[src/core/dag_defs.svh]
// Constants for the diagnostic alert gating block
`ifndef DAG_DEFS_SVH
`define DAG_DEFS_SVH

// ****************************************
// Sizes
// ****************************************
`define DAG_NUM_ALERTS 19
`define DAG_NUM_CAT 4
`define DAG_NUM_CLS 3
`define DAG_PRI_W 4
`define DAG_TMR_W 24
`define DAG_ADDR_W 8
`define DAG_DATA_W 32

// ****************************************
// Register offsets
// ****************************************
`define DAG_OFF_CTRL 8'h00
`define DAG_OFF_COND_EN 8'h04
`define DAG_OFF_CAT_BASE 8'h08
`define DAG_OFF_PRIO 8'h18
`define DAG_OFF_MASK_BASE 8'h1C
`define DAG_OFF_SIM 8'h28
`define DAG_OFF_ACK_TMO 8'h2C
`define DAG_OFF_ACTIVE 8'h30
`define DAG_OFF_REP_BASE 8'h34
`define DAG_OFF_NOTIFY 8'h40
`define DAG_OFF_STRIDE 8'h04
`define DAG_IDX_SHIFT 2

// ****************************************
// Fields
// ****************************************
`define DAG_CTRL_REPORT_BIT 0
`define DAG_CTRL_SETSTAT_BIT 1
`define DAG_NOTIFY_SIM_POS 6
`define DAG_NOTIFY_RB_POS 9

// ****************************************
// Categories and simulation priority
// ****************************************
`define DAG_CAT_FAILED 2'h0
`define DAG_CAT_FCHECK 2'h1
`define DAG_CAT_OFFSPEC 2'h2
`define DAG_CAT_MAINT 2'h3
`define DAG_PRI_SIM 4'h1

// Alerts that need automatic mode
`define DAG_AUTO_MASK 19'h7FE23

// ****************************************
// Reset values
// ****************************************
`define DAG_RST_CTRL 2'h0
`define DAG_RST_COND_EN 19'h7FFFF
`define DAG_RST_VEC 19'h00000
`define DAG_RST_ACK_TMO 24'h0F4240

`endif

[src/core/dag_pkg.sv]
// Types for the diagnostic alert gating block
`include "dag_defs.svh"
package dag_pkg;

	typedef struct packed {
		logic isAuto;
		logic isOos;
		logic shutdownActive;
		logic shutdownLatched;
	} dag_mode_t;

	typedef struct packed {
		logic [1:0] alertClass;
		logic [`DAG_PRI_W-1:0] prio;
		logic [`DAG_NUM_ALERTS-1:0] alerts;
	} dag_notify_t;

	typedef enum logic [1:0] {
		DAG_IDLE,
		DAG_PEND,
		DAG_WAIT
	} dag_notify_state_t;

endpackage : dag_pkg

[src/core/dag_alert_gating.sv]
// Alert qualification, legacy class mapping and acknowledged notification
`timescale 1ns/100ps
`include "dag_defs.svh"

// Summary of operation
// - A disabled alert condition is never checked and never raises an alert.
// - Alert active needs condition enabled, a category, and either present and mode qualified or simulated.
// - Each alert is assignable to any of four categories by configuration.
// - Each notification is resent on timeout until the host acknowledges it.
// - Failed maps to failed, offspec to maintenance, maintenance to advisory.
// - Technician-triggerable alerts, unless simulated, report only while the block mode is automatic or a shutdown is present or latched.
// - Alerts unrelated to technician activity report in every block mode.
// - Simulated alerts skip mode qualification but still need their enable.
// - A present or latched shutdown lets alerts report even out of service.
// - Drive, travel, supply, temperature limit, counters, performance, fallback need automatic.
// - Processor, timeout, defaults and the three sensor alerts qualify in any mode.
// - Report needs active, reporting selected, priority above one, and not suppressed.
// - Priority zero disables all reporting for that class.
// - Priority one simulates the report inside, with nothing sent out.
// - Priorities two to fifteen send; a higher priority is sent first.
// - Per-class suppression masks withhold chosen alert conditions from reporting.
// - Active alerts may set readback status, governed by a set-status control.
module dag_alert_gating #(
	parameter logic [`DAG_TMR_W-1:0] ACK_TIMEOUT_DEFAULT = `DAG_RST_ACK_TMO
) (
	input wire logic core_clk,
	input wire logic arst_n,
	input wire logic [`DAG_ADDR_W-1:0] regAddr,
	input wire logic [`DAG_DATA_W-1:0] regWrData,
	input wire logic regWrStrobe,
	input wire logic regRdStrobe,
	output logic [`DAG_DATA_W-1:0] regRdData,
	input wire logic [`DAG_NUM_ALERTS-1:0] condExists,
	input wire dag_pkg::dag_mode_t blockMode,
	input wire logic simulateEnable,
	input wire logic [`DAG_NUM_CLS-1:0] ackToggle,
	output logic notifyValid,
	output dag_pkg::dag_notify_t notifyData,
	output logic [`DAG_NUM_CLS-1:0] readbackStatus
);

	localparam int NA = `DAG_NUM_ALERTS;
	localparam int NC = `DAG_NUM_CLS;
	localparam int NK = `DAG_NUM_CAT;
	localparam int PW = `DAG_PRI_W;
	localparam int TW = `DAG_TMR_W;

	// ****************************************
	// Functions
	// ****************************************
	// Category feeding each legacy class
	function automatic logic [1:0] clsCat(input int cls);
		logic [1:0] cat;
		cat = `DAG_CAT_FAILED;
		if (cls == 1) begin
			cat = `DAG_CAT_OFFSPEC;
		end else if (cls == 2) begin
			cat = `DAG_CAT_MAINT;
		end
		return cat;
	endfunction : clsCat

	// Highest priority pending class, lowest index on a tie
	function automatic logic [2:0] pickClass(input logic [NC-1:0] pend,
		input logic [NC-1:0][PW-1:0] pri);
		logic [1:0] best;
		logic found;
		logic [PW-1:0] bestPri;
		best = 2'h0;
		found = 1'b0;
		bestPri = '0;
		for (int i = 0; i < NC; i++) begin
			if (pend[i] && (!found || pri[i] > bestPri)) begin
				best = 2'(i);
				found = 1'b1;
				bestPri = pri[i];
			end
		end
		return {found, best};
	endfunction : pickClass

	// Word index of an address inside a register group
	function automatic logic [`DAG_ADDR_W-1:0] grpIdx(input logic [`DAG_ADDR_W-1:0] a,
		input logic [`DAG_ADDR_W-1:0] base);
		logic [`DAG_ADDR_W-1:0] d;
		d = a - base;
		return d >> `DAG_IDX_SHIFT;
	endfunction : grpIdx

	// ****************************************
	// Input synchronisers
	// ****************************************
	logic [NA-1:0] condMeta;
	logic [NA-1:0] condSync;
	dag_pkg::dag_mode_t modeMeta;
	dag_pkg::dag_mode_t modeSync;
	logic simMeta;
	logic simSync;
	logic [NC-1:0] ackMeta;
	logic [NC-1:0] ackSync;
	logic [NC-1:0] ackPrev;

	always_ff @(posedge core_clk or negedge arst_n) begin
		if (!arst_n) begin
			condMeta <= '0;
			condSync <= '0;
			modeMeta <= '0;
			modeSync <= '0;
			simMeta <= 1'b0;
			simSync <= 1'b0;
			ackMeta <= '0;
			ackSync <= '0;
			ackPrev <= '0;
		end else begin
			condMeta <= condExists;
			condSync <= condMeta;
			modeMeta <= blockMode;
			modeSync <= modeMeta;
			simMeta <= simulateEnable;
			simSync <= simMeta;
			ackMeta <= ackToggle;
			ackSync <= ackMeta;
			ackPrev <= ackSync;
		end
	end

	// ****************************************
	// Configuration registers
	// ****************************************
	logic [1:0] ctrl_reg;
	logic [NA-1:0] condEnable_reg;
	logic [NK-1:0][NA-1:0] catEn_reg;
	logic [NC-1:0][PW-1:0] pri_reg;
	logic [NC-1:0][NA-1:0] mask_reg;
	logic [NA-1:0] simAlert_reg;
	logic [TW-1:0] ackTimeout_reg;

	wire catIn = regAddr >= `DAG_OFF_CAT_BASE && regAddr < `DAG_OFF_PRIO;
	wire maskIn = regAddr >= `DAG_OFF_MASK_BASE && regAddr < `DAG_OFF_SIM;
	wire repIn = regAddr >= `DAG_OFF_REP_BASE && regAddr < `DAG_OFF_NOTIFY;
	wire [`DAG_ADDR_W-1:0] catIdx = grpIdx(regAddr, `DAG_OFF_CAT_BASE);
	wire [`DAG_ADDR_W-1:0] maskIdx = grpIdx(regAddr, `DAG_OFF_MASK_BASE);
	wire [`DAG_ADDR_W-1:0] repIdx = grpIdx(regAddr, `DAG_OFF_REP_BASE);
	wire wrCtrl = regWrStrobe && regAddr == `DAG_OFF_CTRL;
	wire wrCond = regWrStrobe && regAddr == `DAG_OFF_COND_EN;
	wire wrCat = regWrStrobe && catIn;
	wire wrPri = regWrStrobe && regAddr == `DAG_OFF_PRIO;
	wire wrMask = regWrStrobe && maskIn;
	wire wrSim = regWrStrobe && regAddr == `DAG_OFF_SIM;
	wire wrTmo = regWrStrobe && regAddr == `DAG_OFF_ACK_TMO;
	wire reportSel = ctrl_reg[`DAG_CTRL_REPORT_BIT];
	wire setStatus = ctrl_reg[`DAG_CTRL_SETSTAT_BIT];

	always_ff @(posedge core_clk or negedge arst_n) begin
		if (!arst_n) begin
			ctrl_reg <= `DAG_RST_CTRL;
			condEnable_reg <= `DAG_RST_COND_EN;
			simAlert_reg <= `DAG_RST_VEC;
			ackTimeout_reg <= ACK_TIMEOUT_DEFAULT;
			pri_reg <= '0;
		end else begin
			if (wrCtrl) begin
				ctrl_reg <= regWrData[1:0];
			end
			if (wrCond) begin
				condEnable_reg <= regWrData[NA-1:0];
			end
			if (wrSim) begin
				simAlert_reg <= regWrData[NA-1:0];
			end
			if (wrTmo) begin
				ackTimeout_reg <= regWrData[TW-1:0];
			end
			if (wrPri) begin
				pri_reg <= regWrData[NC*PW-1:0];
			end
		end
	end

	always_ff @(posedge core_clk or negedge arst_n) begin
		if (!arst_n) begin
			catEn_reg <= '0;
			mask_reg <= '0;
		end else begin
			if (wrCat) begin
				catEn_reg[catIdx[1:0]] <= regWrData[NA-1:0];
			end
			if (wrMask) begin
				mask_reg[maskIdx[1:0]] <= regWrData[NA-1:0];
			end
		end
	end

	// ****************************************
	// Alert qualification
	// ****************************************
	wire [NA-1:0] condChecked = condSync & condEnable_reg;
	wire [NA-1:0] simSel = simAlert_reg & {NA{simSync}};
	wire [NA-1:0] anyCat = catEn_reg[0] | catEn_reg[1] | catEn_reg[2] | catEn_reg[3];
	wire shutdownHeld = modeSync.shutdownActive | modeSync.shutdownLatched;
	wire autoOk = modeSync.isAuto | shutdownHeld;
	wire [NA-1:0] modeOk = ~`DAG_AUTO_MASK | {NA{autoOk}};
	wire [NA-1:0] activeNext = condEnable_reg & anyCat & ((condChecked & modeOk) | simSel);
	logic [NA-1:0] active_reg;

	always_ff @(posedge core_clk or negedge arst_n) begin
		if (!arst_n) begin
			active_reg <= '0;
		end else begin
			active_reg <= activeNext;
		end
	end

	// ****************************************
	// Per-class reporting and notifiers
	// ****************************************
	logic [NC-1:0][NA-1:0] reported;
	logic [NC-1:0] simRep;
	logic [NC-1:0] pendVec;
	logic [NC-1:0] rbNext;
	logic [NC-1:0][1:0] stateVec;
	wire [2:0] pick = pickClass(pendVec, pri_reg);
	wire pickValid = pick[2];
	wire [1:0] pickIdx = pick[1:0];

	generate
		for (genvar c = 0; c < NC; c++) begin : g_cls
			dag_pkg::dag_notify_state_t state_reg;
			dag_pkg::dag_notify_state_t state_next;
			logic [TW-1:0] timer_reg;
			logic [TW-1:0] timer_next;
			logic [NA-1:0] repPrev_reg;
			wire [NA-1:0] catSel = catEn_reg[clsCat(c)];
			wire [NA-1:0] cand = active_reg & catSel & ~mask_reg[c] & {NA{reportSel}};
			wire priReal = pri_reg[c] > `DAG_PRI_SIM;
			wire newRep = |(reported[c] & ~repPrev_reg);
			wire ackSeen = ackSync[c] ^ ackPrev[c];
			wire grant = pickValid && pickIdx == 2'(c);
			wire timeout = state_reg == dag_pkg::DAG_WAIT && timer_reg == '0;

			assign reported[c] = priReal ? cand : '0;
			assign simRep[c] = pri_reg[c] == `DAG_PRI_SIM && |cand;
			assign pendVec[c] = state_reg == dag_pkg::DAG_PEND;
			assign stateVec[c] = state_reg;
			assign rbNext[c] = setStatus & |(active_reg & catSel);

			// New alert outranks an acknowledge, an acknowledge outranks a timeout
			always_comb begin
				state_next = state_reg;
				unique case (state_reg)
					dag_pkg::DAG_IDLE: begin
						if (newRep) state_next = dag_pkg::DAG_PEND;
					end
					dag_pkg::DAG_PEND: begin
						if (grant) state_next = dag_pkg::DAG_WAIT;
					end
					dag_pkg::DAG_WAIT: begin
						if (newRep || (timeout && !ackSeen)) begin
							state_next = dag_pkg::DAG_PEND;
						end else if (ackSeen) begin
							state_next = dag_pkg::DAG_IDLE;
						end
					end
					default: begin
						state_next = dag_pkg::DAG_IDLE;
					end
				endcase
			end

			assign timer_next = grant ? ackTimeout_reg :
				ackSeen ? '0 :
				(state_reg == dag_pkg::DAG_WAIT && timer_reg != '0) ? timer_reg - 1'b1 :
				timer_reg;

			always_ff @(posedge core_clk or negedge arst_n) begin
				if (!arst_n) begin
					state_reg <= dag_pkg::DAG_IDLE;
					timer_reg <= '0;
					repPrev_reg <= '0;
				end else begin
					state_reg <= state_next;
					timer_reg <= timer_next;
					repPrev_reg <= reported[c];
				end
			end
		end
	endgenerate

	// ****************************************
	// Notification output
	// ****************************************
	logic notifyValid_reg;
	dag_pkg::dag_notify_t notifyData_reg;
	logic [NC-1:0] readback_reg;
	wire dag_pkg::dag_notify_t notifyNext = '{alertClass: pickIdx,
		prio: pri_reg[pickIdx], alerts: reported[pickIdx]};

	always_ff @(posedge core_clk or negedge arst_n) begin
		if (!arst_n) begin
			notifyValid_reg <= 1'b0;
			notifyData_reg <= '0;
			readback_reg <= '0;
		end else begin
			notifyValid_reg <= pickValid;
			if (pickValid) begin
				notifyData_reg <= notifyNext;
			end
			readback_reg <= rbNext;
		end
	end

	assign notifyValid = notifyValid_reg;
	assign notifyData = notifyData_reg;
	assign readbackStatus = readback_reg;

	// ****************************************
	// Register read
	// ****************************************
	wire [`DAG_DATA_W-1:0] notifyWord = `DAG_DATA_W'({readback_reg, simRep, stateVec});
	wire [`DAG_DATA_W-1:0] rdMux =
		regAddr == `DAG_OFF_CTRL ? `DAG_DATA_W'(ctrl_reg) :
		regAddr == `DAG_OFF_COND_EN ? `DAG_DATA_W'(condEnable_reg) :
		catIn ? `DAG_DATA_W'(catEn_reg[catIdx[1:0]]) :
		regAddr == `DAG_OFF_PRIO ? `DAG_DATA_W'(pri_reg) :
		maskIn ? `DAG_DATA_W'(mask_reg[maskIdx[1:0]]) :
		regAddr == `DAG_OFF_SIM ? `DAG_DATA_W'(simAlert_reg) :
		regAddr == `DAG_OFF_ACK_TMO ? `DAG_DATA_W'(ackTimeout_reg) :
		regAddr == `DAG_OFF_ACTIVE ? `DAG_DATA_W'(active_reg) :
		repIn ? `DAG_DATA_W'(reported[repIdx[1:0]]) :
		regAddr == `DAG_OFF_NOTIFY ? notifyWord :
		'0;
	logic [`DAG_DATA_W-1:0] rdData_reg;

	always_ff @(posedge core_clk or negedge arst_n) begin
		if (!arst_n) begin
			rdData_reg <= '0;
		end else begin
			rdData_reg <= regRdStrobe ? rdMux : '0;
		end
	end

	assign regRdData = rdData_reg;

endmodule : dag_alert_gating

[config.mk]
export PLATFORM = sky130hd
export DESIGN_NAME = dag_alert_gating
export DESIGN_NICKNAME = d
export VERILOG_FILES = /design/src/core/dag_pkg.sv /design/src/core/dag_alert_gating.sv
export VERILOG_INCLUDE_DIRS = /design/src /design/src/core
export SDC_FILE = /design/constraint.sdc
export NUM_CORES = 1
export LEC_CHECK = 0
export ABC_AREA = 1
export BUFFER_PORTS_ARGS = -buffer_cell sky130_fd_sc_hd__clkbuf_2
export CORE_ASPECT_RATIO = 0.75
export CORE_MARGIN = 5
export CORE_UTILIZATION = 45
export DETAILED_ROUTE_END_ITERATION = 7
export GPL_TIMING_DRIVEN = 0
export PLACE_DENSITY_LB_ADDON = 0.08
export SYNTH_ARGS = -nofsm -noshare
export SYNTH_HDL_FRONTEND = slang
export SYNTH_SLANG_ARGS = --single-unit
[constraint.sdc]
create_clock -name core_clk -period 3.9 [get_ports core_clk]
set_input_delay 0 -clock core_clk [delete_from_list [all_inputs] [get_ports core_clk]]
set_output_delay 0 -clock core_clk [all_outputs]
set_load 0.05 [all_outputs]
-- After elaboration in Yosys (flattened, before gate mapping)
Cells that the tools add are included.
- add/subtract/negate cells: 6
- magnitude comparators: 17
- equal/unequal tests: 26
- multiplexer cells: 61
- bitwise logic cells: 35
- reductions and logical operators: 65
- operator list (cell ; number):
    2-to-1 mux 24 bit ; 17
    AND 19 bit ; 17
    2-to-1 mux 19 bit ; 11
    OR reduction 19 bit ; 9
    binary-select mux 19 bit (select 2 bit) ; 4
    NOT 19 bit ; 6
    bitwise mux 76 bit ; 1
    demux 19 bit (select 2 bit) ; 2
    OR 19 bit ; 4
    zero test 24 bit ; 3
    nonzero test 24 bit ; 3
    subtractor 24 x 1 -> 24 bit (second input constant) ; 3
    bitwise mux 57 bit ; 1
    logical AND 1 bit ; 29
    2-to-1 mux 2 bit ; 13
    == test 8 x 6 -> 1 bit (second input constant) ; 3
    case mux 2 bit (3 select lines) ; 3
    == test 4 x 1 -> 1 bit (second input constant) ; 3
    greater-than comparator 4 x 1 -> 1 bit (second input constant) ; 3
    < comparator 2 x 3 -> 1 bit (second input constant) ; 4
    2-to-1 mux 12 bit ; 1
    2-to-1 mux 4 bit ; 3
    inequality test 3 x 2 -> 1 bit (second input constant) ; 3
    AND reduction 3 bit ; 3
    27 further kinds ; 61
- register bits after elaboration: 471
- output and inout port bits: 61
- logic and storage cells: 253

-- Longest topological paths before layout
Gate-level depths: netlist of the first run.
- depth in word-level cells: 16
- gate-level depth with buffers: 28
- mapped depth without buffers: 28

-- Worst setup path before layout of the first run
OpenSTA, ideal clock, no wires.
- kind: reg2reg
- start point: register g_cls[0].state_reg[1]
- end point: register notifyData_reg, in the netlist notifyData[14]
- data arrival time: 3.457 ns
- data required time: 3.812 ns
- setup slack: 0.355 ns
- stages on the path, launching flop included: 22
- path buffers: 2
- cells stage by stage: dfrtp_1 > nor2_2 > nand2_1 > ha_1 > nand2_1 > nor2_1 > o32ai_2 > a21oi_1 > nand2_1 > o21ai_0 > inv_1 > ha_1 > nand2_1 > o21ai_0 > o21ai_0 > nand2_1 > nand2_4 > inv_2 > buf_2 > clkbuf_1 > nand2_1 > a41oi_1
- longest elaborated chain between the ends: 12
- RTL lines (item ; line ; source):
    from (decl) ; dag_alert_gating.sv:228 ; dag_pkg::dag_notify_state_t state_reg;
    from (signal assigned) ; dag_alert_gating.sv:277 ; state_reg <= dag_pkg::DAG_IDLE;
    from (signal assigned) ; dag_alert_gating.sv:281 ; state_reg <= state_next;
    == test 2 x 1 -> 1 bit (*) ; dag_alert_gating.sv:243 ; assign pendVec[c] = state_reg == dag_pkg::DAG_PEND;
    2-to-1 mux 4 bit / 2-to-1 mux 1 bit (equally long branches) ; dag_alert_gating.sv:73 ; if (pend[i] && (!found || pri[i] > bestPri)) begin
    greater-than comparator 4 bit / zero test 1 bit (equally long branches) ; dag_alert_gating.sv:73 ;
    logical OR 1 bit ; dag_alert_gating.sv:73 ;
    logical AND 1 bit ; dag_alert_gating.sv:73 ;
    2-to-1 mux 4 bit / 2-to-1 mux 1 bit (equally long branches) ; dag_alert_gating.sv:73 ;
    greater-than comparator 4 bit / zero test 1 bit (equally long branches) ; dag_alert_gating.sv:73 ;
    logical OR 1 bit ; dag_alert_gating.sv:73 ;
    logical AND 1 bit ; dag_alert_gating.sv:73 ;
    2-to-1 mux 2 bit ; dag_alert_gating.sv:73 ;
    binary-select mux 19 bit (select 2 bit) ; dag_alert_gating.sv:296 ; prio: pri_reg[pickIdx], alerts: reported[pickIdx]};
    2-to-1 mux 19 bit (not written as such) ; dag_alert_gating.sv:296 ;
    to (signal assigned) ; dag_alert_gating.sv:306 ; notifyData_reg <= notifyNext;
    to (decl) ; dag_alert_gating.sv:293 ; dag_pkg::dag_notify_t notifyData_reg;
Every way passes the cells marked *; elsewhere a longest branch is shown, timed or not. The select of a mux whose other input is x is not followed.
A chain may end at the register's enable or synchronous reset.

-- Worst setup path after layout of the first run
- start point: register g_cls[0].state_reg[1]
- end point: register notifyData_reg, in the netlist notifyData[21]
- longest elaborated chain between the ends: 12
- RTL lines (item ; line):
    == test 2 x 1 -> 1 bit (*) ; dag_alert_gating.sv:243
    2-to-1 mux 4 bit / 2-to-1 mux 1 bit (equally long branches) ; dag_alert_gating.sv:73
    greater-than comparator 4 bit / zero test 1 bit (equally long branches) ; dag_alert_gating.sv:73
    logical OR 1 bit ; dag_alert_gating.sv:73
    logical AND 1 bit ; dag_alert_gating.sv:73
    2-to-1 mux 4 bit / 2-to-1 mux 1 bit (equally long branches) ; dag_alert_gating.sv:73
    greater-than comparator 4 bit / zero test 1 bit (equally long branches) ; dag_alert_gating.sv:73
    logical OR 1 bit ; dag_alert_gating.sv:73
    logical AND 1 bit ; dag_alert_gating.sv:73
    2-to-1 mux 2 bit ; dag_alert_gating.sv:73
    binary-select mux 4 bit (select 2 bit) ; dag_alert_gating.sv:296
    2-to-1 mux 4 bit (not written as such) ; dag_alert_gating.sv:296
Marked as above.

==> impl_metrics.csv, run 1 <==
group,metric,value,unit
run_status,status,"finished, violations left",
run_status,violations,"negative hold slack, negative setup slack",
worst_setup_path,path_buf_inv,8,
pwr,irDropWorstVdd,0.3821,mV
clocking,numCtsBuffers,50,
worst_setup_path,r2r-end,"notifyData[21]$_DFFE_PN0P_",
pwr,p_int,10.87,mW
logic_synthesis,synth_seq_cells,471,
logic_synthesis,synth_edf_count,0,
cells_and_area,area_delta_synth_final,19.78,%
worst_hold_path,hp-class,"primary input to asynchronous set/reset pin",
pwr,comb_power_share,33.4,%
global_routing,grt_overflow,0,
global_routing,grt_pass1_wl,144000,um
timing,period_share,100.8,%
global_routing,grt_max_degree,114,
cells_and_area,final_nets,3406,
floorplanning,die_y,209.5,um
worst_setup_path,cpMostUsedCell,"o21ai_1",
timing,setup_viol,2,
timing,tightest_slew,1.110,ns
routing,vias,23521,
cells_and_area,n_antenna_cell,0,
routing,post-route-drc-count,0,
cells_and_area,nFillCells,5141,
timing,skew,0.01820,ns
cells_and_area,drive_above_1_share,13.36,%
cells_and_area,largest_reg_flops,72,
worst_setup_path,endpoint_kind,"flip-flop",
clocking,cts_tree,"built",
worst_setup_path,arrival,4.41,ns
logic_synthesis,seq_area_frac_synth,49.47,%
clocking,h-tree-depth,2,
routing,wl_per_cell,24.19,um
logic_synthesis,avgSynthCellArea,7.820,um^2
logic_synthesis,yosysWarningCount,0,
logic_synthesis,synth-main-ff-cell,"dfrtp_1",
pwr,seq_power_share,36.5,%
timing,fmax,254.5,MHz
pwr,power_density,609.9,nW/um^2
pwr,leakage,13.76,nW
floorplanning,start_util,45.25,%
routing,antenna_left,0,
placement,post-place-ws,-1.020,ns
routing,vias_per_cell,5.775,
cells_and_area,final_cell_area,28610,um^2
clocking,insertion_delay,0.61,ns
logic_synthesis,synth_area,23890,um^2
clocking,cts.sinks,471,
routing,drt_iter0_drc,3687,
worst_setup_path,crit_fanout,8,
floorplanning,die_area,57840,um^2
floorplanning,rows,73,
clocking,cts-root-buf,"clkbuf_16",
timing,hold_viol,5,
worst_setup_path,r2r_slack,-0.03,ns
timing,slew_headroom,25.29,%
timing,rsz0062_at_grt,"true",
global_routing,grt_pass1_vias,21755,
floorplanning,core-area,52790,um^2
worst_setup_path,r2r_start,"g_cls[0].state_reg[1]$_DFFE_PN0P_",
worst_setup_path,slowest_delay,0.44,ns
worst_setup_path,worstSetupPathType,"flip-flop to flip-flop",
worst_setup_path,cpLargestDelayFamily,"simple AND/OR/NAND/NOR gates",
pwr,pwr-share-clk,30.1,%
worst_setup_path,critPathSlowestCell,"dfrtp_2",
logic_synthesis,synthDistinctLibCells,61,
pwr,p_sw,6.587,mW
routing,finalWirelength,98550,um
cells_and_area,utilization,54.20,%
pwr,switching_share,37.74,%
placement,gp_congestion,0.9936,
timing,layout_min_cycle_time,3.929,ns
clocking,cts.clk_slew.worst_paths,0.06,ns
global_routing,antenna_found_initial,4,
cells_and_area,final_cells,4073,
routing,first_pass_iters,6,
worst_setup_path,start_kind,"flip-flop",
global_routing,track_usage,33.02,%
cells_and_area,final_common_cell,"nand2_1",
placement,dp_hpwl,76470,um
placement,dp.cells,3891,
worst_setup_path,r2r_cells,27,
placement,placed_area,25490,um^2
cells_and_area,most-common-layout-cells,"nand2_1, dfrtp_1, o21ai_0",
logic_synthesis,ys_async_sr_fraction,100.0,%
floorplanning,die_w,276.1,um
placement,io_buffers,113,
flow_run,cap_violations,0,
worst_setup_path,cp_data_required_time,4.39,ns
logic_synthesis,syn_inst,3055,
timing,drv_slew,0,
timing,hold_ws,-0.01825,ns
clocking,clk_path_buf_depth,3,
timing,fin_ws,-0.02938,ns
floorplanning,num_io_pins,132,
==> worst max-delay path by stage <==
stage	startpoint	slack [ns]	cells past startpoint	end
floorplan	g_cls[0].state_reg[1]$_DFFE_PN0P_	0.35	21	notifyData[14]$_DFFE_PN0P_
global placement	arst_n	-7.92	1	g_cls[2].timer_reg[15]$_DFFE_PN0P_
detailed placement	g_cls[0].state_reg[1]$_DFFE_PN0P_	-1.02	21	g_cls[2].timer_reg[23]$_DFFE_PN0P_
CTS	g_cls[0].state_reg[0]$_DFFE_PN0P_	0.003	23	notifyData[10]$_DFFE_PN0P_
global route	g_cls[0].state_reg[1]$_DFFE_PN0P_	-0.17	27	notifyData[21]$_DFFE_PN0P_
finish	g_cls[0].state_reg[1]$_DFFE_PN0P_	-0.03	27	notifyData[21]$_DFFE_PN0P_
==> worst reg2reg max path: cells and delay by family (launching register included) <==
kind,cells,cell delay [ns]
buffers and inverters,8,0.90
flip-flops,1,0.44
adder cells (fa/ha/maj),2,0.45
AND/OR/NAND/NOR,9,1.10
AO/OA/AOI/OAI,8,0.92
==> kinds of logic (layout without fill, tap and decap cells) <==
group,after synthesis,after routing,synth area share (%)
buffers and inverters,436,735,7.521
xor gates and xnor gates,64,64,2.346
other,1,8,0.01570
DFF,471,471,49.47
muxes,5,5,0.2357
and+or+nand+nor,1449,1449,25.27
AOI/OAI and AO/OA,613,613,14.30
adders and majority gates,16,16,0.8380
==> routing by layer <==
metal	share of wire [%]	GRT usage [%]	up-vias
li1	-	-	10504
met5	0	0	-
met1	47	52.69	11647
met2	40	45.72	1215
met3	11	7.373	155
met4	2.3	7.247	0
==> synth_stat cells, types with 2 or more instances <==
| cell | count | share of area, % |
|---|---|---|
| a221o_1 | 2 | 0.084 |
| nor3b_1 | 7 | 0.22 |
| o41ai_1 | 13 | 0.48 |
| mux2_1 | 2 | 0.094 |
| nand3_2 | 6 | 0.25 |
| o21ai_0 | 297 | 6.2 |
| xor2_1 | 43 | 1.6 |
| clkbuf_8 | 3 | 0.17 |
| ha_1 | 16 | 0.84 |
| inv_2 | 28 | 0.44 |
| buf_6 | 6 | 0.28 |
| o22ai_1 | 65 | 1.7 |
| nand2_1 | 952 | 15 |
| o21ai_1 | 57 | 1.2 |
| or2_2 | 3 | 0.079 |
| nor2_1 | 236 | 3.7 |
| nand2_4 | 5 | 0.24 |
| nand3b_1 | 10 | 0.31 |
| a22oi_1 | 17 | 0.53 |
| nand3_1 | 106 | 2.2 |
| clkbuf_1 | 100 | 1.6 |
| mux2_2 | 3 | 0.14 |
| or2_0 | 3 | 0.079 |
| o221ai_1 | 8 | 0.29 |
| nand4_1 | 42 | 1.1 |
| inv_1 | 248 | 3.9 |
| buf_1 | 7 | 0.11 |
| a31oi_1 | 14 | 0.37 |
| nor3_2 | 3 | 0.13 |
| a41oi_1 | 6 | 0.22 |
| o211ai_1 | 18 | 0.57 |
| buf_4 | 12 | 0.38 |
| o31ai_1 | 2 | 0.063 |
| buf_2 | 30 | 0.63 |
| nor3_1 | 37 | 0.78 |
| a21oi_1 | 105 | 2.2 |
| xnor2_1 | 21 | 0.77 |
| dfrtp_1 | 445 | 47 |
| nor2_2 | 8 | 0.21 |
| dfstp_2 | 26 | 2.9 |
| nor2_4 | 3 | 0.14 |
| nor4_1 | 18 | 0.47 |
| nand2_2 | 4 | 0.10 |
==> area by class of cell <==
cell class / instances / area [um^2] / share of cell area, %
Multi-Input combinational cell: 2155 / 10590 / 37.00
Clock buffer: 74 / 1495 / 5.225
Buffer: 158 / 854.6 / 2.987
Clock inverter: 20 / 312.8 / 1.093
Sequential cell: 471 / 11820 / 41.31
Timing Repair Buffer: 205 / 1577 / 5.510
Tap cell: 712 / 890.9 / 3.113
Inverter: 278 / 1076 / 3.761
==> stage by stage <==
step / total power [mW] / setup TNS (ns)
after global routing: 18.31 / -7.441
after CTS: 17.01 / 0
final: 17.45 / -0.03750
after detailed placement: 11.43 / -73.71
after global placement: 11.32 / -3672.75
after floorplan: 9.856 / 0
==> power by group through the flow <==
stage / clock (mW) / sequential (mW) / combinational, mW
2_1_floorplan: 0 / 6.57 / 3.29
3_3_place_gp: 0 / 6.40 / 4.93
3_5_place_dp: 0 / 6.40 / 5.03
4_1_cts: 5.31 / 6.32 / 5.37
5_1_grt: 5.51 / 6.43 / 6.36
6_report: 5.26 / 6.37 / 5.83
==> what timing repair did <==
item | in CTS | in global routing
gates resized for setup | 43 | 110
hold buffers | 55 | 0
gates cloned | 1 | 2
setup buffers | 16 | 16
endpoints found under the hold margin | 242 | 0
endpoints found under the setup margin | 104 | 113
pin swaps | 12 | 39
Note: power is estimated with default switching activity, not from simulation.
==> inputs of run 2 (changes only) <==
==> constraint.sdc (replaced) <==
create_clock -name core_clk -period 5 [get_ports core_clk]
set_input_delay 0 -clock core_clk [delete_from_list [all_inputs] [get_ports core_clk]]
set_output_delay 0 -clock core_clk [all_outputs]
set_load 0.05 [all_outputs]
==> run 2 against run 1 <==
Compared with the run above: the flow finishes with violations (negative hold slack); largest cell class unchanged; sequential power decreased by 22%; fmax is 16% lower; first-iteration DRC count shrank 0.54%; highest routed layer unchanged; total power decreased by 25%; core utilization is 1.4 points lower.
==> impl_metrics.csv, run 2 (synthesized netlist as in run 1, its figures left out) <==
group,metric,value,unit
worst_setup_path,r2r_cells,22,
global_routing,antenna_found_initial,5,
timing,skew,0.01394,ns
worst_setup_path,slowest_delay,0.56,ns
floorplanning,core-area,52790,um^2
cells_and_area,most-common-layout-cells,"nand2_1, dfrtp_1, o21ai_0",
cells_and_area,area_delta_synth_final,16.65,%
routing,wl_per_cell,24.11,um
clocking,cts.sinks,471,
pwr,p_total,13.08,mW
floorplanning,rows,73,
floorplanning,start_util,45.25,%
pwr,p_sw,4.927,mW
floorplanning,num_io_pins,132,
worst_setup_path,arrival,5.19,ns
timing,tightest_slew,1.025,ns
timing,period_share,93.18,%
worst_setup_path,path_buf_inv,5,
worst_setup_path,worstSetupPathType,"flip-flop to flip-flop",
run_status,violations,"negative hold slack",
pwr,irDropWorstVdd,0.3070,mV
worst_setup_path,cpMostUsedCell,"nand2_1",
placement,gp_congestion,0.9936,
clocking,cts-root-buf,"clkbuf_16",
pwr,switching_share,37.66,%
worst_setup_path,cp_data_required_time,5.53,ns
routing,vias_per_cell,5.809,
routing,vias,23486,
run_status,status,"finished, violations left",
worst_hold_path,hp-class,"primary input to asynchronous set/reset pin",
worst_setup_path,start_kind,"flip-flop",
global_routing,grt_overflow,0,
cells_and_area,largest_reg_flops,72,
floorplanning,die_area,57840,um^2
clocking,h-tree-depth,2,
routing,drt_iter0_drc,3667,
pwr,pwr-share-clk,31.3,%
cells_and_area,final_common_cell,"nand2_1",
routing,antenna_left,0,
timing,hold_ws,-0.01433,ns
cells_and_area,drive_above_1_share,10.49,%
global_routing,grt_pass1_vias,21593,
clocking,insertion_delay,0.60,ns
worst_setup_path,crit_cells,22,
worst_setup_path,crit_fanout,10,
pwr,seq_power_share,37.9,%
pwr,power_density,469.5,nW/um^2
timing,drv_slew,0,
worst_setup_path,critPathSlowestCell,"clkbuf_1",
placement,io_buffers,113,
clocking,clk_path_buf_depth,3,
worst_setup_path,cpLargestDelayFamily,"compound AO/OA/AOI/OAI gates",
clocking,cts.clk_slew.worst_paths,0.06,ns
routing,first_pass_iters,6,
worst_setup_path,endpoint_kind,"flip-flop",
timing,rsz0062_at_grt,"false",
pwr,leakage,13.43,nW
routing,post-route-drc-count,0,
pwr,comb_power_share,30.8,%
timing,hold_viol,1,
global_routing,grt_max_degree,114,
timing,slew_headroom,31.06,%
floorplanning,die_w,276.1,um
floorplanning,die_y,209.5,um
timing,setup_viol,0,
global_routing,track_usage,32.76,%
pwr,p_int,8.156,mW
placement,dp_hpwl,76470,um
clocking,numCtsBuffers,50,
global_routing,grt_pass1_wl,142900,um
timing,fmax,214.6,MHz
clocking,cts_tree,"built",
timing,layout_min_cycle_time,4.659,ns
cells_and_area,final_nets,3373,
worst_setup_path,path_cells,"nor2_4 > nand2_1 > ha_1 > a21oi_1 > nor2_1 > o32ai_2 > a21oi_2 > o21ai_0 > inv_1 > ha_1 > nand2_1 > o21ai_0 > o21ai_0 > nand2_1 > nand2_4 > inv_2 > buf_2 > clkbuf_1 > nand2_1 > nand4_1 > o21ai_1 > inv_1",
routing,finalWirelength,97460,um
flow_run,cap_violations,0,
## run 2: cell types whose count changed in the layout (fill, tap and decap cells not counted), moves of 7 or more
cell,previous run,this run
a21oi_1,97,104
buf_4,37,12
buf_6,15,6
clkbuf_1,102,111
nand2_1,919,952
nand2_2,32,4
o21ai_0,288,297
o21ai_1,64,57
## run 2: worst paths after layout
check,startpoint,endpoint,slack (ns)
max in group asynchronous,arst_n,g_cls[2].timer_reg[16]$_DFFE_PN0P_,3.55
worst max register to register,g_cls[0].state_reg[1]$_DFFE_PN0P_,notifyData[21]$_DFFE_PN0P_,0.34
worst min register to register,modeMeta[1]$_DFF_PN0_,modeSync[1]$_DFF_PN0_,0.34
worst min-delay path,arst_n,condMeta[15]$_DFF_PN0_,-0.01
worst max-delay path,g_cls[0].state_reg[1]$_DFFE_PN0P_,notifyData[21]$_DFFE_PN0P_,0.34
min in group core_clk,condExists[13],condMeta[13]$_DFF_PN0_,0.04
## run 2: layer usage
layer | share of wire [%] | vias to the layer above | GRT usage, % | wire length [um]
met2 | 40 | 1300 | 45.22 | 39240
li1 | - | 10434 | - | -
met3 | 11 | 163 | 7.117 | 10750
met1 | 46 | 11589 | 52.49 | 45200
met4 | 2.3 | 0 | 7.282 | 2274
met5 | 0 | - | 0 | 0
## run 2: final cells by class
cell class	count	area [um^2]
multi-input cells	2155	10310
clock buffers	74	1495
inverters	278	1046
plain buffers	158	752.0
well taps	712	890.9
diodes	3	7.507
fillers	5210	24930
clock inverters	20	312.8
flip-flops and latches	471	11820
repair buffers	172	1235
## run 2: power by group through the flow
stage	Combinational, mW	Sequential (mW)	Clock [mW]
after floorplan	2.57	5.12	0
after global placement	3.84	4.99	0
after detailed placement	3.92	4.99	0
after CTS	3.97	4.94	4.14
after global routing	4.45	5.01	4.30
final	4.03	4.95	4.10
## run 2: what timing repair did
item / 4_1_cts / 5_1_grt
buffers inserted: 0 / 0
gates resized for setup: 0 / 5
hold endpoints to repair: 242 / 0
endpoints found under the setup margin: 0 / 54
hold buffers: 55 / 0
## run 2: stage by stage
step                instances  setup slack [ns]  utilization (%)  setup TNS, ns  cell area (um^2)
floorplan                3062             1.455                -              0             23920
global placement         3887            -6.816            48.06       -3083.89             25370
detailed placement       3891           0.07995            48.28              0             25490
CTS                      4040           0.05480            52.75              0             27850
global route             4040           0.04108            52.77              0             27860
finish                   4043            0.3411            52.78              0             27870
## run 2: worst register-to-register path, stage by stage (launching register included)
cell and delay [ns]:
dfrtp_1 0.47, nor2_4 0.34, nand2_1 0.17, ha_1 0.33, a21oi_1 0.18, nor2_1 0.07, o32ai_2 0.28, a21oi_2 0.19
o21ai_0 0.21, inv_1 0.06, ha_1 0.29, nand2_1 0.06, o21ai_0 0.14, o21ai_0 0.11, nand2_1 0.11, nand2_4 0.13
inv_2 0.09, buf_2 0.29, clkbuf_1 0.56, nand2_1 0.15, nand4_1 0.18, o21ai_1 0.09, inv_1 0.08
